File: config.mk
export PLATFORM = sky130hd
export DESIGN_NAME = subclock_watch_timer
export DESIGN_NICKNAME = d
export VERILOG_FILES = /design/src/rtl/watch_timer_pkg.sv /design/src/rtl/watch_counter.sv /design/src/rtl/subclock_watch_timer.sv
export VERILOG_INCLUDE_DIRS = /design/src /design/src/rtl
export SDC_FILE = /design/constraint.sdc
export NUM_CORES = 1
export LEC_CHECK = 0
export BUFFER_PORTS_ARGS = -buffer_cell sky130_fd_sc_hd__buf_2
export CAP_MARGIN = 20
export CORE_ASPECT_RATIO = 1.4
export CORE_UTILIZATION = 25
export CTS_BUF_LIST = sky130_fd_sc_hd__clkbuf_8 sky130_fd_sc_hd__clkbuf_16
export CTS_CLUSTER_DIAMETER = 150
export DETAILED_ROUTE_END_ITERATION = 6
export GPL_TIMING_DRIVEN = 0
export PLACE_DENSITY = 0.53
export SYNTH_ARGS = -nofsm -noshare
export SYNTH_HDL_FRONTEND = slang
export SYNTH_SLANG_ARGS = --single-unit
File: constraint.sdc
create_clock -name clk -period 3.9 [get_ports clk]
set_clock_uncertainty 0.2 [all_clocks]
set_input_delay 0.78 -clock clk [delete_from_list [all_inputs] [get_ports clk]]
set_output_delay 0.78 -clock clk [all_outputs]
set_load 0.01 [all_outputs]
File: src/rtl/watch_timer_cfg.svh
// Constants for the sub-clock watch timer: register location, field
// positions, reset values and counter tap points.
// Assumes inclusion by bare name from the design files of this block.
`ifndef WATCH_TIMER_CFG_SVH
`define WATCH_TIMER_CFG_SVH

// Register index as printed; byte address is four times the index
`define WTCTL_INDEX 12'h0aa
`define WTCTL_ADDR 12'h2a8

// Control register field positions
`define FLD_WD_CLK_SEL 7
`define FLD_OSC_SETTLED 6
`define FLD_IRQ_ENABLE 5
`define FLD_INTERVAL_FLAG 4
`define FLD_COUNTER_CLEAR 3
`define FLD_INTERVAL_SEL_HI 2
`define FLD_INTERVAL_SEL_LO 0

// Reset values
`define RST_WD_CLK_SEL 1'b1
`define RST_IRQ_ENABLE 1'b0
`define RST_INTERVAL_FLAG 1'b0
`define RST_INTERVAL_SEL 3'h0
`define RST_PRDATA 32'h0000_0000

// Counter geometry and taps, in sub-clock periods as powers of two
`define COUNT_WIDTH 15
`define COUNT_ZERO 15'h0000
`define INTERVAL_BASE_BITS 5'h09
`define INTERVAL_SEL_DISABLED 3'h7
`define OSC_WAIT_BITS 5'h0e
`define WD_TAP_BITS 5'h0a

`endif

File: src/rtl/watch_timer_pkg.sv
// Types shared by the sub-clock watch timer files.
// Assumes watch_timer_cfg.svh supplies the numeric constants.
package watch_timer_pkg;

  typedef enum logic [1:0] {
    OSC_HOLD,
    OSC_WAIT,
    OSC_SETTLED
  } osc_state_t;

  typedef logic [14:0] watch_count_t;

endpackage

File: src/rtl/watch_counter.sv
// Sub-clock synchroniser and 15-bit watch counter.
// Assumes sclk_pin is asynchronous to clk and far slower than clk.
`timescale 1ns/1ps
`include "watch_timer_cfg.svh"

module watch_counter (
  input wire logic clk,
  input wire logic resetn,
  input wire logic sclk_pin,
  input wire logic clear,
  output watch_timer_pkg::watch_count_t count,
  output logic step
);

  logic sclk_meta;
  logic sclk_sync;
  logic sclk_prev;

  always_ff @(posedge clk) begin
    if (!resetn) begin
      sclk_meta <= 1'b0;
      sclk_sync <= 1'b0;
      sclk_prev <= 1'b0;
    end else begin
      sclk_meta <= sclk_pin;
      sclk_sync <= sclk_meta;
      sclk_prev <= sclk_sync;
    end
  end

  // One enable per sub-clock rising edge; stops when the sub-clock stops
  assign step = sclk_sync & ~sclk_prev;

  always_ff @(posedge clk) begin
    if (!resetn) begin
      count <= `COUNT_ZERO;
    end else if (clear) begin
      count <= `COUNT_ZERO;
    end else if (step) begin
      count <= count + 15'h0001;
    end
  end

endmodule

File: src/rtl/subclock_watch_timer.sv
// Sub-clock watch timer: interval flag and interrupt, sub-clock
// oscillation wait timing, watchdog clock selection, APB control register.
// Assumes an APB master on clk; stop_mode, subclock_mode, sub_watch_mode and
// timebase_tick come from logic on clk; sclk_pin, hw_standby_n_pin and
// ext_reset_n_pin are asynchronous pins.
//
// The APB interface to the registers was decided locally.
`timescale 1ns/1ps
`include "watch_timer_cfg.svh"

module subclock_watch_timer (
  input wire logic clk,
  input wire logic resetn,
  input wire logic psel,
  input wire logic penable,
  input wire logic pwrite,
  input wire logic [11:0] paddr,
  input wire logic [31:0] pwdata,
  input wire logic [3:0] pstrb,
  output logic [31:0] prdata,
  output logic pready,
  output logic pslverr,
  input wire logic sclk_pin,
  input wire logic stop_mode,
  input wire logic hw_standby_n_pin,
  input wire logic subclock_mode,
  input wire logic sub_watch_mode,
  input wire logic ext_reset_n_pin,
  input wire logic timebase_tick,
  output logic irq,
  output logic wd_clk_tick,
  output logic osc_settled,
  output logic ext_reset_req
);

  // True when the step about to happen carries out of the low nbits bits
  function automatic logic carry_out(input watch_timer_pkg::watch_count_t cnt, input logic [4:0] nbits);
    logic [15:0] nxt;
    logic [15:0] mask;
    nxt = {1'b0, cnt} + 16'h0001;
    mask = (16'h0001 << nbits) - 16'h0001;
    carry_out = (nbits != 5'h00) && ((nxt & mask) == 16'h0000);
  endfunction

  // Control register state
  logic wd_clk_sel;
  logic irq_enable;
  logic interval_flag;
  logic [2:0] interval_sel;
  watch_timer_pkg::osc_state_t osc_state;
  watch_timer_pkg::osc_state_t next_osc_state;

  // Pin synchronisers
  logic standby_meta;
  logic standby_sync_n;
  logic ext_reset_meta;
  logic ext_reset_sync_n;

  // Mode edge tracking
  logic stop_prev;
  logic standby_prev;

  // Counter interface
  watch_timer_pkg::watch_count_t count;
  logic step;
  logic counter_clear;

  always_ff @(posedge clk) begin
    if (!resetn) begin
      standby_meta <= 1'b1;
      standby_sync_n <= 1'b1;
      ext_reset_meta <= 1'b1;
      ext_reset_sync_n <= 1'b1;
    end else begin
      standby_meta <= hw_standby_n_pin;
      standby_sync_n <= standby_meta;
      ext_reset_meta <= ext_reset_n_pin;
      ext_reset_sync_n <= ext_reset_meta;
    end
  end

  wire in_standby = ~standby_sync_n;
  wire in_low_power = stop_mode | in_standby;

  always_ff @(posedge clk) begin
    if (!resetn) begin
      stop_prev <= 1'b0;
      standby_prev <= 1'b0;
    end else begin
      stop_prev <= stop_mode;
      standby_prev <= in_standby;
    end
  end

  wire stop_entry = stop_mode & ~stop_prev;
  wire standby_entry = in_standby & ~standby_prev;
  wire mode_entry = stop_entry | standby_entry;
  wire low_power_exit = (stop_prev | standby_prev) & ~in_low_power;

  // APB decode: zero wait states, answer prepared in the setup cycle
  wire setup_phase = psel & ~penable;
  wire access_done = psel & penable & pready;
  wire addr_hit = (paddr == `WTCTL_ADDR);
  wire reg_write = access_done & pwrite & addr_hit & pstrb[0];
  wire [7:0] wbyte = pwdata[7:0];

  wire sw_flag_clear = reg_write & ~wbyte[`FLD_INTERVAL_FLAG];
  wire sw_counter_clear = reg_write & ~wbyte[`FLD_COUNTER_CLEAR];

  // Software clear is held off during the oscillation wait so it stays fixed
  wire wait_active = (osc_state != watch_timer_pkg::OSC_SETTLED);
  assign counter_clear = in_low_power | (sw_counter_clear & ~wait_active);

  watch_counter u_counter (
    .clk(clk),
    .resetn(resetn),
    .sclk_pin(sclk_pin),
    .clear(counter_clear),
    .count(count),
    .step(step)
  );

  wire live_step = step & ~counter_clear;

  // Interval taps: select 0 is 2^9 periods up to select 6 at 2^15
  wire [4:0] interval_bits = `INTERVAL_BASE_BITS + {2'b00, interval_sel};
  wire interval_valid = (interval_sel != `INTERVAL_SEL_DISABLED);
  wire interval_hit = live_step & interval_valid & carry_out(count, interval_bits);
  wire osc_wait_hit = live_step & carry_out(count, `OSC_WAIT_BITS);
  wire watch_out_tick = live_step & carry_out(count, `WD_TAP_BITS);

  // Flag: entry to a low-power mode wins, then a hit beats a software clear
  wire next_flag = mode_entry ? 1'b0 :
                   interval_hit ? 1'b1 :
                   sw_flag_clear ? 1'b0 :
                   interval_flag;

  always_ff @(posedge clk) begin
    if (!resetn) begin
      interval_flag <= `RST_INTERVAL_FLAG;
    end else begin
      interval_flag <= next_flag;
    end
  end

  always_ff @(posedge clk) begin
    if (!resetn) begin
      wd_clk_sel <= `RST_WD_CLK_SEL;
      irq_enable <= `RST_IRQ_ENABLE;
      interval_sel <= `RST_INTERVAL_SEL;
    end else if (reg_write) begin
      wd_clk_sel <= wbyte[`FLD_WD_CLK_SEL];
      irq_enable <= wbyte[`FLD_IRQ_ENABLE];
      interval_sel <= wbyte[`FLD_INTERVAL_SEL_HI:`FLD_INTERVAL_SEL_LO];
    end
  end

  // Oscillation wait: held while in stop or standby, timed after leaving
  always_comb begin
    next_osc_state = osc_state;
    case (osc_state)
      watch_timer_pkg::OSC_HOLD: begin
        if (low_power_exit) begin
          next_osc_state = watch_timer_pkg::OSC_WAIT;
        end
      end
      watch_timer_pkg::OSC_WAIT: begin
        if (in_low_power) begin
          next_osc_state = watch_timer_pkg::OSC_HOLD;
        end else if (osc_wait_hit) begin
          next_osc_state = watch_timer_pkg::OSC_SETTLED;
        end
      end
      watch_timer_pkg::OSC_SETTLED: begin
        if (in_low_power) begin
          next_osc_state = watch_timer_pkg::OSC_HOLD;
        end
      end
      default: begin
        next_osc_state = watch_timer_pkg::OSC_HOLD;
      end
    endcase
  end

  always_ff @(posedge clk) begin
    if (!resetn) begin
      osc_state <= watch_timer_pkg::OSC_WAIT;
    end else begin
      osc_state <= next_osc_state;
    end
  end

  // Watchdog clock: the two sources are unrelated, so glitches on a
  // select change are the software's to handle by clearing the watchdog
  wire wd_source = subclock_mode ? (wd_clk_sel ? 1'b0 : watch_out_tick) :
                   (wd_clk_sel ? timebase_tick : watch_out_tick);

  // Register read image; clear bit always reads zero
  wire [7:0] read_image = {wd_clk_sel,
                           (osc_state == watch_timer_pkg::OSC_SETTLED),
                           irq_enable,
                           interval_flag,
                           1'b0,
                           interval_sel};

  wire [31:0] next_prdata = (setup_phase & ~pwrite & addr_hit) ? {24'h000000, read_image} : `RST_PRDATA;

  always_ff @(posedge clk) begin
    if (!resetn) begin
      prdata <= `RST_PRDATA;
      pready <= 1'b0;
      pslverr <= 1'b0;
    end else if (setup_phase) begin
      prdata <= next_prdata;
      pready <= 1'b1;
      pslverr <= ~addr_hit;
    end else begin
      prdata <= `RST_PRDATA;
      pready <= 1'b0;
      pslverr <= 1'b0;
    end
  end

  // Output stage: plain CPU request level, no transfer-service handshake
  always_ff @(posedge clk) begin
    if (!resetn) begin
      irq <= 1'b0;
      wd_clk_tick <= 1'b0;
      osc_settled <= 1'b0;
      ext_reset_req <= 1'b0;
    end else begin
      irq <= interval_flag & irq_enable;
      wd_clk_tick <= wd_source;
      osc_settled <= (osc_state == watch_timer_pkg::OSC_SETTLED);
      ext_reset_req <= ~ext_reset_sync_n & ~sub_watch_mode;
    end
  end

endmodule

# After elaboration in Yosys (flattened, before gate mapping)
# Index checks and enable logic that the tools add are counted.
[word_totals]
out_inout_bits = 38
ff_bits = 70
in_bits = 60
wordCells = 101
[classes]
mux = 11
bitwise_logic = 42
n_addsub = 4
n_shift = 1
eq_ne = 8
n_reduce_logical = 12
[op_table]
columns = ["cell", "n"]
rows = [
  ["$logic_not A16 Y1", 3],
  ["$and A1 B1 Y1", 22],
  ["$add A15 B1 Y16 const B", 1],
  ["$and A16 B16 Y16", 1],
  ["$shl A1 B5 Y16 const A", 1],
  ["$sub A16 B1 Y16 const B", 1],
  ["$add A15 B1 Y15 const B", 1],
  ["$not A1 Y1", 15],
  ["$eq A12 B10 Y1 const B", 1],
  ["$mux W2", 4],
  ["$mux W1", 6],
  ["$ne A2 B2 Y1 const B", 3],
  ["$ne A3 B3 Y1 const B", 2],
  ["$pmux W2 S3", 1],
  ["$reduce_and A3 Y1", 2],
  ["$add A4 B3 Y5 const A", 1],
  ["$reduce_bool A5 Y1", 1],
  ["$or A1 B1 Y1", 4],
  ["$reduce_or A2 Y1", 2],
  ["$eq A2 B1 Y1 const B", 1],
  ["$eq A2 B2 Y1 const B", 1],
  ["$logic_not A2 Y1", 1],
  ["$reduce_and A2 Y1", 1],
  ["$reduce_bool A2 Y1", 1],
  ["$logic_and A1 B1 Y1", 1],
]

# Logic depth before layout (Yosys ltp)
[depth]
depth_word = 14
mapped_depth = 10
mapped_depth_nobuf = 8

# Hierarchy
# Synthesis repeated with hierarchy kept, for this count alone.
[hier_totals]
hier_cells = 282
area_unflattened_um2 = 2487.4
[modules_own_cells]
columns = ["mod", "seq_area_each_um2", "area_each_um2", "n_inst", "cells_each"]
rows = [
  ["subclock_watch_timer", 540.5, 1677.9, 1, 191],
  ["watch_counter", 360.3, 809.5, 1, 91],
]

# Worst setup path before layout
# No wires, ideal clock.
[synth_timing]
path_kind = "register -> register"
start = "register interval_sel[1]"
end = "register interval_flag"
setup_time_ns = 0.058
t_required_ns = 3.642
n_path_buf = 2
slack_ns = 1.285
stages_incl_launch_ff = 11
arrival_time_ns = 2.358
synth_period_minus_slack_ns = 2.615
cell_sequence = "dfxtp_1 -> buf_2 -> and2_1 -> ha_1 -> clkdlybuf4s15_2 -> nor2_1 -> mux2_2 -> a221oi_1 -> o22ai_1 -> nor4_1 -> a21o_1"
[synth_between]
elab_chain_cells = 8
word_cells_on_any_way = 12
[synth_lines]
columns = ["item", "line", "text"]
rows = [
  ["start, declared", "subclock_watch_timer.sv:49", "logic [2:0] interval_sel;"],
  ["start signal, assigned", "subclock_watch_timer.sv:150", "interval_sel <= `RST_INTERVAL_SEL;"],
  ["start signal, assigned", "subclock_watch_timer.sv:154", "interval_sel <= wbyte[`FLD_INTERVAL_SEL_HI:`FLD_INTERVAL_SEL_LO];"],
  ["$add A4 B3 Y5 (no source line)", "n/a", ""],
  ["$shl A1 B5 Y16", "subclock_watch_timer.sv:41", "mask = (16'h0001 << nbits) - 16'h0001;"],
  ["$sub A16 B1 Y16", "subclock_watch_timer.sv:41", ""],
  ["$and A16 B16 Y16", "subclock_watch_timer.sv:42", "carry_out = (nbits != 5'h00) && ((nxt & mask) == 16'h0000);"],
  ["$logic_not A16 Y1", "subclock_watch_timer.sv:42", ""],
  ["$logic_and A1 B1 Y1", "subclock_watch_timer.sv:42", ""],
  ["$and A1 B1 Y1 (*)", "subclock_watch_timer.sv:128", "wire interval_hit = live_step & interval_valid & carry_out(count, interval_bits);"],
  ["$mux W1 / $reduce_bool A2 Y1 (equally long branches)", "n/a", ""],
  ["end signal, assigned", "subclock_watch_timer.sv:140", "interval_flag <= `RST_INTERVAL_FLAG;"],
  ["end signal, assigned", "subclock_watch_timer.sv:142", "interval_flag <= next_flag;"],
  ["end, declared", "subclock_watch_timer.sv:48", "logic interval_flag;"],
]
# Mark *: on every way between the ends. The rest lies on a longest branch, timed or not.
# A chain may end at the register's enable or synchronous reset.

# Worst setup path in the final report
# Same ends and word-level chain as after synthesis.

==> results_dict.tcl <==
set metrics [dict create \
    status "completed" \
    num_vias 2218 \
    layout_common_cells "buf_2 (45), dfxtp_1 (45), nor2_1 (36)" \
    grt_max_degree 18 \
    antenna_cells 0 \
    grt_pass1_vias 2029 \
    cts_root_buf "clkbuf_16" \
    clk_pin_slew_ns 0.07 \
    routed_wirelength_um 5890 \
    tightest_slew_ns 0.541 \
    crit_slowest_cell "nor2_1" \
    fp.dieW_um 87.5 \
    finalWeightedCongestion 0.837 \
    postSynth.asyncResetShare_pct 0 \
    ys_types 58 \
    p_total_mw 0.990 \
    cpLargestDelayFamily "simple AND/OR/NAND/NOR gates" \
    clock-sinks 45 \
    final_nets 432 \
    p_leak_nw 1.41 \
    start_util_pct 25.8 \
    synthToLayoutAreaGrowth_pct 24.8 \
    setup_slack_ns 0.769 \
    detail-route-antenna-nets 0 \
    die_y_um 122 \
    cts_hold_buf 0 \
    synth-xor-area-share_pct 7.88 \
    ys.flop_type "dfxtp_1" \
    drive_gt1_share_pct 25.8 \
    power_density_nw_per_um2 310 \
    fmax_ghz 0.319 \
    placed_area_sq_um 3040 \
    vias_per_cell 4.41 \
    synth_area_leaders "dfxtp_1 (35%), buf_4 (8.2%), nor2_1 (5.3%)" \
    worst-path-buf-inv 2 \
    synthMuxAreaShare_pct 2.79 \
    critPathLaunchType "register" \
    clock_latency_ns 0.29 \
    grt_usage_pct 11.5 \
    overflow 0 \
    crit_arrival_ns 3.17 \
    drt_iter0_markers 165 \
    cts_resized 0 \
    hp-class "reg -> reg" \
    syn_area_sq_um 2560 \
    dp_slack_ns 0.843 \
    drc 0 \
    crit_required_ns 3.94 \
    final_max_slew_viol_count 0 \
    synth_top_family_by_area "simple AND/OR/NAND/NOR gates" \
    synth-compound-area-share_pct 10.9 \
    critPathKind "reg -> reg" \
    cts_setup_buffers 0 \
    final-setup-viol-count 0 \
    ys_seq_elements 45 \
    synth_fa_ha_area_share_pct 2.45 \
    synth_cells 292 \
    clock_path_buffers 2 \
    drt_pass1_iterations 4 \
    fin_crit_sh_pct 80.3 \
    worstPathCellList "buf_2, and2_1, ha_1, clkdlybuf4s15_2, nor2_1, mux2_2, a221oi_1, o22ai_1, nor4_1, a21o_1" \
    design_area_sq_um 3190 \
    period_needed_ns 3.13 \
    hold_viol_final 0 \
    slowest_delay_ns 0.44 \
    cp-end-kind "register" \
    yosysSeqAreaShare_pct 35.2 \
    postSynthAreaPerCell_sq_um 8.75 \
    synthSimpleGateAreaFrac_pct 28.5 \
    antenna_found_initial 0 \
    rsz0062_at_grt "no" \
    row_count 43 \
    ios 98 \
    vdd_drop_max_uv 275 \
    ys_warn_count 0 \
    grt_pass1_wl_um 9400 \
    hpwl_um 4620 \
    cts_tree "built" \
    io_buffers 44 \
    relSlewSlack_pct 63.8 \
    cts_buffers 5 \
    hold_ws_ns 0.182 \
    synth_area_leader_cell "dfxtp_1" \
    wl_per_cell_um 11.7 \
    maxCapViolations 0 \
    fin_tns_setup_ns 0 \
    cp_max_fo 10 \
    htree_levels 2 \
    synth_edf_count 0 \
    yosysTopAreaCellShare_pct 35.2 \
    core_area_sq_um 9900 \
    dieArea_sq_um 10600 \
]
==> through the flow <==
stage,util (%),std cells
after floorplan,-,316
after CTS,32.2,503
final,32.2,503
after global placement,30.7,495
after detailed placement,30.7,495
after global routing,32.2,503
==> cells by family after synthesis <==
logic type | after synthesis
multiplexers | 7
AO/OA/AOI/OAI | 37
buffers and inverters | 45
flip-flops | 45
AND/OR/NAND/NOR | 129
other | 1
XOR/XNOR | 23
adder cells (fa/ha/maj) | 5
==> power breakdown <==
group          switching, mW  internal (mW)
Combinational         0.0375         0.0376
Clock                  0.199          0.247
Sequential           0.00329          0.466
Total                  0.240          0.750
==> layer usage <==
layer	part of all wire (%)	routed length, um	vias up	GRT usage (%)
met2	52	3070	73	20.9
li1	-	-	1129	-
met1	40	2370	1008	12.1
met3	5.2	308	8	2.78
met4	2.5	146	0	5.74
met5	0	0	-	0
==> layout make-up <==
| type | instances | area, sq um |
|---|---|---|
| plain buffers | 36 | 274 |
| clock buffers | 5 | 125 |
| clock inverters | 3 | 28.8 |
| fillers | 1081 | 6710 |
| inverters | 9 | 33.8 |
| multi-input cells | 226 | 1440 |
| flip-flops and latches | 45 | 901 |
| well taps | 135 | 169 |
| repair buffers | 44 | 220 |
==> worst reg2reg max path, stage by stage (launching register included) <==
cell and delay [ns]:
dfxtp_1 0.32, buf_2 0.17, and2_1 0.22, ha_1 0.19, clkdlybuf4s15_2 0.26, nor2_1 0.44, mux2_2 0.39, a221oi_1 0.27
o22ai_1 0.15, nor4_1 0.30, a21o_1 0.16
==> cells in the mapped netlist (5+ instances only) <==
library cell and instances:
nor4_1 6, xor2_1 11, nand4_1 9, nand2_1 13
xnor2_1 12, nand3_1 9, mux2i_1 6, buf_4 28
nor2_1 36, nand2b_1 7, and2_1 11, ha_1 5
inv_1 8, a21oi_1 5, dfxtp_1 45, nor3_1 9
==> state kept, by name, summed over array words and instances, names as in the netlist, 2 cells and up <==
| signal | count |
|---|---|
| interval_sel | 3 |
| osc_state | 2 |
| prdata | 7 |
| u_counter.count | 15 |
==> final timing paths <==
| kind | from | to | slack (ns) | cells past startpoint |
|---|---|---|---|---|
| setup / recovery | interval_sel[1] | interval_flag | 0.77 | 10 |
| hold / removal | ext_reset_sync_n | ext_reset_req | 0.18 | 1 |
| setup reg to reg | interval_sel[1] | interval_flag | 0.77 | 10 |
| hold reg to reg | ext_reset_sync_n | ext_reset_req | 0.18 | 1 |
Power figures use the tool's default switching activity.
